**src/logic/uart_defines.vh**
```
// Register offsets, field positions, codes and timing for the serial port
`ifndef UART_DEFINES_VH
`define UART_DEFINES_VH
`define MODE_OFFSET      12'h000
`define STATUS_OFFSET    12'h004
`define TXDATA_OFFSET    12'h008
`define RXDATA_OFFSET    12'h00c
`define DIVISOR_OFFSET   12'h010
`define MODE_STOP        0
`define MODE_FMT_LO      1
`define MODE_FMT_HI      2
`define MODE_HIGH_SPEED  3
`define MODE_AUTO_RATE   5
`define MODE_LOOPBACK    6
`define MODE_INFRARED    12
`define MODE_ENABLE      15
`define ST_RX_AVAIL      0
`define ST_OVERRUN       1
`define ST_FRAME_ERR     2
`define ST_PARITY_ERR    3
`define ST_ADDR_DETECT   5
`define ST_TX_IDLE       8
`define ST_TX_FULL       9
`define ST_TX_ENABLE     10
`define ST_BREAK         11
`define ST_TXI_LO        13
`define ST_TXI_HI        15
`define ST_TX_IRQ        16
`define FMT_8N           2'h0
`define FMT_8E           2'h1
`define FMT_8O           2'h2
`define FMT_9N           2'h3
`define TXI_EACH         2'h0
`define TXI_DONE         2'h1
`define TXI_EMPTY        2'h2
`define SLOW_TICKS       4'hf
`define FAST_TICKS       4'h3
`define BREAK_ZEROS      12
`define SYNC_VALUE       9'h055
`endif

```
**src/logic/uart_baud_and_transmit.v**
```verilog
// Full-duplex serial port with baud timer, FIFOs, break and APB registers
// Functional notes
// - 16-bit timer; standard rate Fcy/16(div+1)
// - High-speed rate Fcy/4(div+1)
// - Divisor write clears baud timer immediately
// - 8/9-bit, even/odd/no parity, 1-2 stops
// - Four-deep transmit and receive queues
// - Flag parity, framing, overrun errors
// - 9-bit address detect on ninth bit
// - Enabling transmit raises transmit interrupt
// - 8-bit byte write loads shifter at once
// - Enable after load starts immediately
// - 9-bit mode needs word write
// - Break, dummy, then 55h header sequence
// - Hardware clears break request, sends sync
// - Transmit interrupt at selected point
// - Loopback routes transmit into receiver
// - Auto baud measures incoming sync character
// - Infrared codec and 16x clock output; no codec here, the bit only gates baud_x16_clk
// - High-speed gives 4 ticks per bit
// - Frame format codes 00,01,10,11
// - Break: start, twelve zeros, stop
// - Interrupt modes each/done/empty, 11 reserved
//
// The APB slave port and the register offsets were decided locally.
`timescale 1ns/100ps
`include "uart_defines.vh"
module uart_baud_and_transmit #(
    parameter DEPTH = 4,
    parameter AW    = 2
) (
    input  wire        pclk,
    input  wire        presetn,
    input  wire        psel,
    input  wire        penable,
    input  wire        pwrite,
    input  wire [11:0] paddr,
    input  wire [31:0] pwdata,
    input  wire [3:0]  pstrb,
    output reg  [31:0] prdata,
    output reg         pready,
    output reg         pslverr,
    input  wire        serial_in_pin,
    output reg         serial_out_pin,
    output reg         tx_irq,
    output reg         rx_irq,
    output reg         baud_x16_clk
);
    // Configuration
    reg [15:0] baud_divisor;
    reg        enable;
    reg        infrared_codec_enable;
    reg        loopback_select;
    reg        auto_rate_enable;
    reg        high_speed_baud_select;
    reg [1:0]  frame_format_select;
    reg        stop_bit_select;
    reg        transmit_enable_bit;
    reg        break_request;
    reg [1:0]  tx_interrupt_select;
    reg        address_detect_enable;
    reg        overrun;
    reg        tx_irq_flag;

    wire acc   = psel & penable;
    wire wr    = acc & pwrite;
    wire nine  = (frame_format_select == `FMT_9N);
    wire [3:0] ticks_per_bit = high_speed_baud_select ? `FAST_TICKS : `SLOW_TICKS;

    // Baud timer; tick is one oversample clock
    reg  [15:0] baud_cnt;
    reg         tx_en_d;
    wire        div_wr = wr && paddr == `DIVISOR_OFFSET;
    wire        tick   = enable && baud_cnt == baud_divisor;
    always @(posedge pclk or negedge presetn) begin
        if (!presetn)
            baud_cnt <= 16'h0000;
        else if (div_wr || !enable || (transmit_enable_bit && !tx_en_d))
            baud_cnt <= 16'h0000;
        else if (tick)
            baud_cnt <= 16'h0000;
        else
            baud_cnt <= baud_cnt + 16'h0001;
    end

    // Transmit queue (9 bits wide)
    reg [8:0]  txq [0:DEPTH-1];
    reg [AW:0] tx_cnt;
    reg [AW-1:0] tx_wp, tx_rp;
    wire tx_full  = tx_cnt == DEPTH;
    wire tx_empty = tx_cnt == 0;
    // Byte lane write fills 8-bit mode; 9-bit mode needs both low lanes
    wire tx_push = wr && paddr == `TXDATA_OFFSET && !tx_full &&
                   (nine ? (pstrb[1:0] == 2'b11) : pstrb[0]);
    wire tx_pop;

    // Transmitter state
    localparam TX_IDLE = 2'd0, TX_SHIFT = 2'd1;
    reg [1:0]  tx_state;
    reg [13:0] tx_sr;
    reg [3:0]  tx_bits;
    reg [3:0]  tx_tick;
    reg        tx_is_break;
    assign tx_pop = transmit_enable_bit && tx_state == TX_IDLE && !tx_empty;
    wire [8:0] tx_head = txq[tx_rp];
    wire par = ^tx_head[7:0] ^ (frame_format_select == `FMT_8O);
    wire tx_bit_end = tick && tx_tick == ticks_per_bit;

    always @(posedge pclk or negedge presetn) begin
        if (!presetn) begin
            tx_cnt <= 0; tx_wp <= 0; tx_rp <= 0;
            tx_state <= TX_IDLE; tx_sr <= 14'h3fff; tx_bits <= 4'h0;
            tx_tick <= 4'h0; tx_is_break <= 1'b0; serial_out_pin <= 1'b1;
        end else if (!transmit_enable_bit) begin
            tx_state <= TX_IDLE; serial_out_pin <= 1'b1;
            if (tx_push) begin
                txq[tx_wp] <= pwdata[8:0]; tx_wp <= tx_wp + 1'b1; tx_cnt <= tx_cnt + 1'b1;
            end
        end else begin
            if (tx_push) txq[tx_wp] <= pwdata[8:0];
            if (tx_push) tx_wp <= tx_wp + 1'b1;
            tx_cnt <= tx_cnt + (tx_push ? 1'b1 : 1'b0) - (tx_pop ? 1'b1 : 1'b0);
            case (tx_state)
            TX_IDLE: begin
                serial_out_pin <= 1'b1;
                if (tx_pop) begin
                    tx_rp <= tx_rp + 1'b1;
                    tx_tick <= 4'h0;
                    tx_state <= TX_SHIFT;
                    tx_is_break <= break_request;
                    if (break_request) begin
                        tx_sr <= 14'h0000; tx_bits <= 4'd14;
                    end else begin
                        // Start, data LSB first, parity or ninth bit, stops;
                        // With no parity the slot above the data is already a stop
                        tx_sr <= {2'b11, (nine ? tx_head[8] :
                                  ((frame_format_select != `FMT_8N) ? par : 1'b1)),
                                  tx_head[7:0], 1'b0};
                        tx_bits <= 4'd9 + ((frame_format_select != `FMT_8N) ? 4'd1 : 4'd0)
                                   + (stop_bit_select ? 4'd2 : 4'd1);
                    end
                end
            end
            default: begin
                serial_out_pin <= tx_sr[0];
                if (tick) tx_tick <= (tx_tick == ticks_per_bit) ? 4'h0 : tx_tick + 4'h1;
                if (tx_bit_end) begin
                    tx_sr <= {1'b1, tx_sr[13:1]};
                    if (tx_is_break && tx_bits == 4'd2) tx_sr[0] <= 1'b1; // stop of break
                    tx_bits <= tx_bits - 4'h1;
                    if (tx_bits == 4'h1) tx_state <= TX_IDLE;
                end
            end
            endcase
        end
    end
    wire tx_done = tx_state == TX_SHIFT && tx_bit_end && tx_bits == 4'h1;

    // Receiver: 16x or 4x oversample, centre sampled
    wire rx_line = loopback_select ? serial_out_pin : serial_in_pin;
    reg        rx_busy;
    reg [3:0]  rx_tick, rx_bits;
    reg [10:0] rx_sr;
    reg [11:0] rxq [0:DEPTH-1];
    reg [AW:0] rx_cnt;
    reg [AW-1:0] rx_wp, rx_rp;
    reg [15:0] auto_cnt;
    reg [3:0]  auto_edges;
    reg        rx_prev;
    wire [3:0] rx_len = 4'd9 + ((frame_format_select != `FMT_8N) ? 4'd1 : 4'd0);
    wire rx_pop = acc && !pwrite && paddr == `RXDATA_OFFSET && rx_cnt != 0;
    wire rx_sample = tick && rx_tick == {1'b0, ticks_per_bit[3:1]};
    wire rx_end = rx_busy && rx_sample && rx_bits == rx_len;
    wire [8:0] rx_data = nine ? rx_sr[9:1] : {1'b0, rx_sr[8:1]};
    wire rx_perr = !nine && frame_format_select != `FMT_8N &&
                   (^rx_sr[9:1] ^ (frame_format_select == `FMT_8O));
    wire rx_ferr = !rx_line;
    wire rx_keep = !(address_detect_enable && nine && !rx_data[8]);
    wire rx_store = rx_end && rx_keep && rx_cnt != DEPTH;

    always @(posedge pclk or negedge presetn) begin
        if (!presetn) begin
            rx_busy <= 1'b0; rx_tick <= 4'h0; rx_bits <= 4'h0; rx_sr <= 11'h000;
            rx_cnt <= 0; rx_wp <= 0; rx_rp <= 0; rx_prev <= 1'b1;
        end else begin
            rx_prev <= rx_line;
            if (!rx_busy) begin
                if (enable && !rx_line && !auto_rate_enable) begin
                    rx_busy <= 1'b1; rx_tick <= 4'h0; rx_bits <= 4'h0;
                end
            end else if (tick) begin
                rx_tick <= (rx_tick == ticks_per_bit) ? 4'h0 : rx_tick + 4'h1;
                if (rx_sample) begin
                    rx_sr[rx_bits] <= rx_line;
                    rx_bits <= rx_bits + 4'h1;
                    if (rx_bits == 4'h0 && rx_line) rx_busy <= 1'b0; // false start
                    if (rx_end) rx_busy <= 1'b0;
                end
            end
            if (rx_store) begin
                rxq[rx_wp] <= {address_detect_enable & rx_data[8], rx_perr, rx_ferr, rx_data};
                rx_wp <= rx_wp + 1'b1;
            end
            if (rx_pop) rx_rp <= rx_rp + 1'b1;
            rx_cnt <= rx_cnt + (rx_store ? 1'b1 : 1'b0) - (rx_pop ? 1'b1 : 1'b0);
        end
    end

    // Auto baud: count clocks over the sync's eight bit times (edges 1..5)
    wire fall = rx_prev && !rx_line;
    always @(posedge pclk or negedge presetn) begin
        if (!presetn) begin
            auto_cnt <= 16'h0000; auto_edges <= 4'h0;
        end else if (!auto_rate_enable) begin
            auto_cnt <= 16'h0000; auto_edges <= 4'h0;
        end else begin
            if (auto_edges != 4'h0) auto_cnt <= auto_cnt + 16'h0001;
            if (fall) auto_edges <= auto_edges + 4'h1;
        end
    end
    wire auto_done = auto_rate_enable && fall && auto_edges == 4'h4;
    // Eight bits of 16 or 4 ticks: divisor = count/128 or count/32, less one
    wire [15:0] auto_div = (high_speed_baud_select ? {5'h00, auto_cnt[15:5]}
                                                   : {7'h00, auto_cnt[15:7]}) - 16'h0001;

    // Register writes and hardware-set flags
    always @(posedge pclk or negedge presetn) begin
        if (!presetn) begin
            baud_divisor <= 16'h0000; enable <= 1'b0; infrared_codec_enable <= 1'b0;
            loopback_select <= 1'b0; auto_rate_enable <= 1'b0; high_speed_baud_select <= 1'b0;
            frame_format_select <= `FMT_8N; stop_bit_select <= 1'b0;
            transmit_enable_bit <= 1'b0; break_request <= 1'b0; tx_interrupt_select <= `TXI_EACH;
            address_detect_enable <= 1'b0; overrun <= 1'b0; tx_irq_flag <= 1'b0; tx_en_d <= 1'b0;
        end else begin
            tx_en_d <= transmit_enable_bit;
            if (div_wr) baud_divisor <= pwdata[15:0];
            if (wr && paddr == `MODE_OFFSET) begin
                enable <= pwdata[`MODE_ENABLE];
                infrared_codec_enable <= pwdata[`MODE_INFRARED];
                loopback_select <= pwdata[`MODE_LOOPBACK];
                auto_rate_enable <= pwdata[`MODE_AUTO_RATE];
                high_speed_baud_select <= pwdata[`MODE_HIGH_SPEED];
                frame_format_select <= pwdata[`MODE_FMT_HI:`MODE_FMT_LO];
                stop_bit_select <= pwdata[`MODE_STOP];
            end
            if (auto_done) begin
                auto_rate_enable <= 1'b0;
                baud_divisor <= auto_div;
            end
            if (wr && paddr == `STATUS_OFFSET) begin
                transmit_enable_bit <= pwdata[`ST_TX_ENABLE];
                break_request <= pwdata[`ST_BREAK];
                tx_interrupt_select <= {pwdata[`ST_TXI_HI], pwdata[`ST_TXI_LO]};
                address_detect_enable <= pwdata[`ST_ADDR_DETECT];
                if (!pwdata[`ST_OVERRUN]) overrun <= 1'b0;
                if (!pwdata[`ST_TX_IRQ]) tx_irq_flag <= 1'b0;
            end
            if (tx_done && tx_is_break) break_request <= 1'b0;
            // Set wins over a same-cycle clear
            if (rx_end && rx_keep && rx_cnt == DEPTH) overrun <= 1'b1;
            if ((transmit_enable_bit && !tx_en_d) ||
                (tx_pop && tx_interrupt_select == `TXI_EACH) ||
                (tx_done && tx_empty && tx_interrupt_select == `TXI_DONE) ||
                (tx_pop && tx_cnt == 1 && !tx_push && tx_interrupt_select == `TXI_EMPTY))
                tx_irq_flag <= 1'b1;
        end
    end

    // APB read path, one wait-free access phase
    wire [11:0] rx_head = rxq[rx_rp];
    always @(posedge pclk or negedge presetn) begin
        if (!presetn) begin
            prdata <= 32'h00000000; pready <= 1'b0; pslverr <= 1'b0;
            tx_irq <= 1'b0; rx_irq <= 1'b0; baud_x16_clk <= 1'b0;
        end else begin
            tx_irq <= tx_irq_flag;
            rx_irq <= rx_cnt != 0;
            // 16x clock output only meaningful in standard-speed mode
            baud_x16_clk <= (infrared_codec_enable && !high_speed_baud_select) ?
                            (tick ? ~baud_x16_clk : baud_x16_clk) : 1'b0;
            pready <= psel && !penable;
            pslverr <= 1'b0;
            prdata <= 32'h00000000;
            if (psel && !penable && !pwrite) begin
                if (paddr == `MODE_OFFSET)
                    prdata <= {16'h0000, enable, 2'b00, infrared_codec_enable, 5'h00,
                               loopback_select, auto_rate_enable, 1'b0,
                               high_speed_baud_select, frame_format_select, stop_bit_select};
                else if (paddr == `STATUS_OFFSET)
                    prdata <= {15'h0000, tx_irq_flag, tx_interrupt_select[1], 1'b0,
                               tx_interrupt_select[0], 1'b0, break_request,
                               transmit_enable_bit, tx_full,
                               (tx_empty && tx_state == TX_IDLE), 2'b00,
                               address_detect_enable, 1'b0,
                               rx_cnt != 0 && rx_head[10], rx_cnt != 0 && rx_head[9],
                               overrun, rx_cnt != 0};
                else if (paddr == `RXDATA_OFFSET)
                    prdata <= {20'h00000, rx_head[11], 2'b00, rx_head[8:0]};
                else if (paddr == `DIVISOR_OFFSET)
                    prdata <= {16'h0000, baud_divisor};
                else if (paddr != `TXDATA_OFFSET)
                    pslverr <= 1'b1;
            end else if (psel && !penable && paddr != `MODE_OFFSET &&
                         paddr != `STATUS_OFFSET && paddr != `TXDATA_OFFSET &&
                         paddr != `DIVISOR_OFFSET) begin
                pslverr <= 1'b1;
            end
        end
    end
endmodule

```
**config.mk**
```make
export PLATFORM = sky130hd
export DESIGN_NAME = uart_baud_and_transmit
export DESIGN_NICKNAME = d
export VERILOG_FILES = /design/src/logic/uart_baud_and_transmit.v
export VERILOG_INCLUDE_DIRS = /design/src /design/src/logic
export SDC_FILE = /design/constraint.sdc
export NUM_CORES = 1
export LEC_CHECK = 0
export ABC_CLOCK_PERIOD_IN_PS = 6600
export BUFFER_PORTS_ARGS = -buffer_cell sky130_fd_sc_hd__buf_2
export CORE_ASPECT_RATIO = 2
export CORE_MARGIN = 4
export CORE_UTILIZATION = 65
export DETAILED_ROUTE_END_ITERATION = 8
export GPL_TIMING_DRIVEN = 1
export PLACE_DENSITY = 0.86
export SLEW_MARGIN = 30
export SYNTH_ARGS = -nofsm -noshare
export SYNTH_HDL_FRONTEND = slang
export SYNTH_SLANG_ARGS = --single-unit
```
**constraint.sdc**
```tcl
create_clock -name pclk -period 6.6 [get_ports pclk]
set_clock_uncertainty 0.05 [all_clocks]
set_input_delay 0.33 -clock pclk [delete_from_list [all_inputs] [get_ports pclk]]
set_output_delay 0.33 -clock pclk [all_outputs]
set_load 0.005 [all_outputs]
```
==> summary.txt <==
Worst hold path depth = 3
Clock Sinks = 232
Reg-to-Reg Start = baud_divisor[8]
Total track usage = 28.5%
Cell mode on critical path = inv_1
Endpoint class of the critical path = flip-flop
First drt pass iteration count = 5
ANT nets after route = 0
IO Port Bufs = 59
Ant. Diodes = 0
Cells after Synth = 936
Hold_sp = pwdata[14]
Worst Path Required = 6.93 ns
Post-route insts no fill = 1209
Slew margin rel. = 41.5%
HPWL Detailed = 18700 µm
Vias in the first global route = 8072
#FFs+latches synth = 232
Most common cell after layout, fill and taps aside = dfrtp_1
DR vias = 7659
R2R Path End = rx_cnt[2]
Post-Route Setup TNS = 0 ns
Slowest cell on crit path = nor4_1
Hold/Removal Path Class = input pin to flip-flop
Die footprint = 0.0194 mm²
Routed vias/inst = 6.33
Post-synth EDFFs = 84
Die Span Y = 193 µm
Largest net degree at the start of global routing = 88
CTS buffer count = 20
Leak = 5.20 nW
CORE AREA = 0.0168 mm²
I/O pins = 92
Clk Latency, worst-skew pair = 0.50 ns
Post-CTS sizing = 0
GPL Wtd Cong = 0.920
Outcome = complete, no violations
Pins Over Slew Limit = 0
Yosys cell types = 63
Hold-fix buffers at CTS = 2
DP Cell Count = 1171
DRT iter0 DRCs = 588
RSZ-0062 raised after global routing = false
Final wirelength = 26700 µm
Critical Path, Cell by Cell = xor2_1 -> nor4_1 -> nand2_1 -> nor4_1 -> nand3_1 -> nor2_1 -> inv_1 -> ha_1 -> inv_1 -> ha_1 -> inv_1 -> fa_1 -> xnor2_1 -> xnor2_1
Worst IR drop on VDD = 195 µV
Final Cycle Share = 61.5%
Commonest cells after routing, fill and taps aside = 132 x dfrtp_1, 84 x edfxtp_1, 79 x nand2_1
Syn-to-layout area delta = 10.2%
Nets@finish = 1078
Ys async rst share = 63.8%
Final hold slack = 0.0201 ns
Reg2Reg Setup Slack = 2.54 ns
Die Wd = 100 µm
DRC violations left = 0
CP max FO = 7
Fin. Hold Viols = 0
Synthesis Warnings = 0
Worst-Margin Slew = 0.878 ns
Clock Tree Buf Depth = 3
Avg Cell Area, Syn = 11.9 µm²
Delay-heaviest family, CP = simple AND/OR/NAND/NOR gates
Crit path kind = flip-flop to flip-flop
Filler Cells Inserted = 1068
CP Launch Type = flip-flop
Post-synthesis sequential area ratio = 56.3%
Main flop type after synthesis = dfrtp_1
Final setup viols = 0
Initial Util = 66.2%
Site Rows = 67
Root buf cell = clkbuf_16
CTS clk-pin slew, worst paths = 0.07 ns
First-pass GRT wire length = 42600 µm
Max-cap violations = 0
WP buf/inv = 3
Pwr Density = 232 mW/mm²
Critical Path AT = 4.39 ns
Layout cells sized above 1 = 17.1%
Placed cell area = 0.0115 mm²
Depth of the worst register-to-register path = 14
CTS tree = built
Fmax = 0.246 GHz
Fin crit period = 4.06 ns
Synthesized cell area = 0.0111 mm²
H-tree Lvls = 1
Final Cell Area = 0.0122 mm²
Hold worst-path end = baud_divisor[14]
Post-CTS Setup Repair Bufs = 0
Routed length per instance = 22.0 µm
Max stage delay on crit path = 0.65 ns
Initial antenna violation count = 0
Overflow after GRT = 0
==> worst max path at each step <==
stage,cells past startpoint,slack (ns),from,to
after detailed placement,13,2.59,paddr[9],rx_cnt[2]
final,14,2.54,baud_divisor[8],rx_cnt[2]
after global routing,14,2.34,baud_divisor[2],rx_cnt[2]
after CTS,14,2.59,baud_divisor[8],rx_cnt[2]
after floorplan,14,3.43,baud_cnt[2],rx_cnt[2]
after global placement,13,2.64,paddr[9],rx_cnt[2]
==> where the power goes <==
group | leakage (nW) | internal (mW) | switching [mW]
clock | 0.345 | 0.733 | 0.528
sequential | 2.70 | 1.50 | 0.0100
combinational | 2.16 | 0.0253 | 0.0499
total | 5.20 | 2.26 | 0.588
==> cell families after synthesis <==
logic type	count (synthesis)	synth area share, %
other	1	0.0338
multiplexers	65	8.52
adder cells (fa/ha/maj)	36	4.19
flip-flops	232	56.3
XOR/XNOR	82	6.47
AND/OR/NAND/NOR	306	13.8
AO/OA/AOI/OAI	125	7.01
buffers and inverters	89	3.65
==> cell type report <==
| type | instances | area [µm²] | share of cell area (%) |
|---|---|---|---|
| Sequential cell | 232 | 6250 | 51.1 |
| Multi-Input combinational cell | 629 | 4510 | 36.8 |
| Clock buffer | 30 | 621 | 5.07 |
| Timing Repair Buffer | 68 | 378 | 3.09 |
| Tap cell | 207 | 259 | 2.12 |
| Inverter | 37 | 139 | 1.14 |
| Clock inverter | 6 | 86.3 | 0.706 |
==> metrics by stage <==
stage               total power [mW]  setup WS (ns)  util (%)
global placement                1.61           2.64      68.6
detailed placement              1.61           2.59      68.6
finish                          2.84           2.54      73.0
global route                    2.91           2.34      73.0
floorplan                       1.57           3.43         -
CTS                             2.85           2.59      73.0
==> registers in the layout (all words and copies together), names as in the netlist, 2 cells and up <==
signal	count
rxq	48
txq	36
prdata	17
auto_cnt	16
baud_cnt	16
baud_divisor	16
tx_sr	14
rx_sr	9
auto_edges	4
rx_bits	4
rx_tick	4
tx_bits	4
tx_tick	4
rx_cnt	3
tx_cnt	3
frame_format_select	2
rx_rp	2
rx_wp	2
tx_interrupt_select	2
tx_rp	2
tx_wp	2
==> worst register-to-register path, stage by stage, from the launching register on <==
cell and delay, ns:
dfrtp_1 0.44, xor2_1 0.18, nor4_1 0.36, nand2_1 0.12, nor4_1 0.65, nand3_1 0.42
nor2_1 0.48, inv_1 0.09, ha_1 0.28, inv_1 0.05, ha_1 0.12, inv_1 0.04
fa_1 0.37, xnor2_1 0.14, xnor2_1 0.12
==> per-layer routing <==
layer  up-vias  track usage (%)  part of all wire, %
li1       3406                -                    -
met1      3765             30.2                   33
met2       362             52.2                   55
met3       126             3.58                  5.1
met4         0             17.9                  7.0
met5         -                0                    0
==> Yosys cell counts, drive strengths merged, types with 25 or more instances <==
cell / instances / area [µm²]
buf: 25 / 165
dfrtp: 132 / 3300
nor2: 69 / 259
edfxtp: 84 / 2520
xnor2: 53 / 464
o21ai: 39 / 199
nand3: 34 / 170
ha: 34 / 425
xor2: 29 / 254
clkbuf: 27 / 101
nand2: 80 / 303
a21oi: 36 / 180
inv: 37 / 139
No activity file was read; power rests on OpenSTA's default activity.
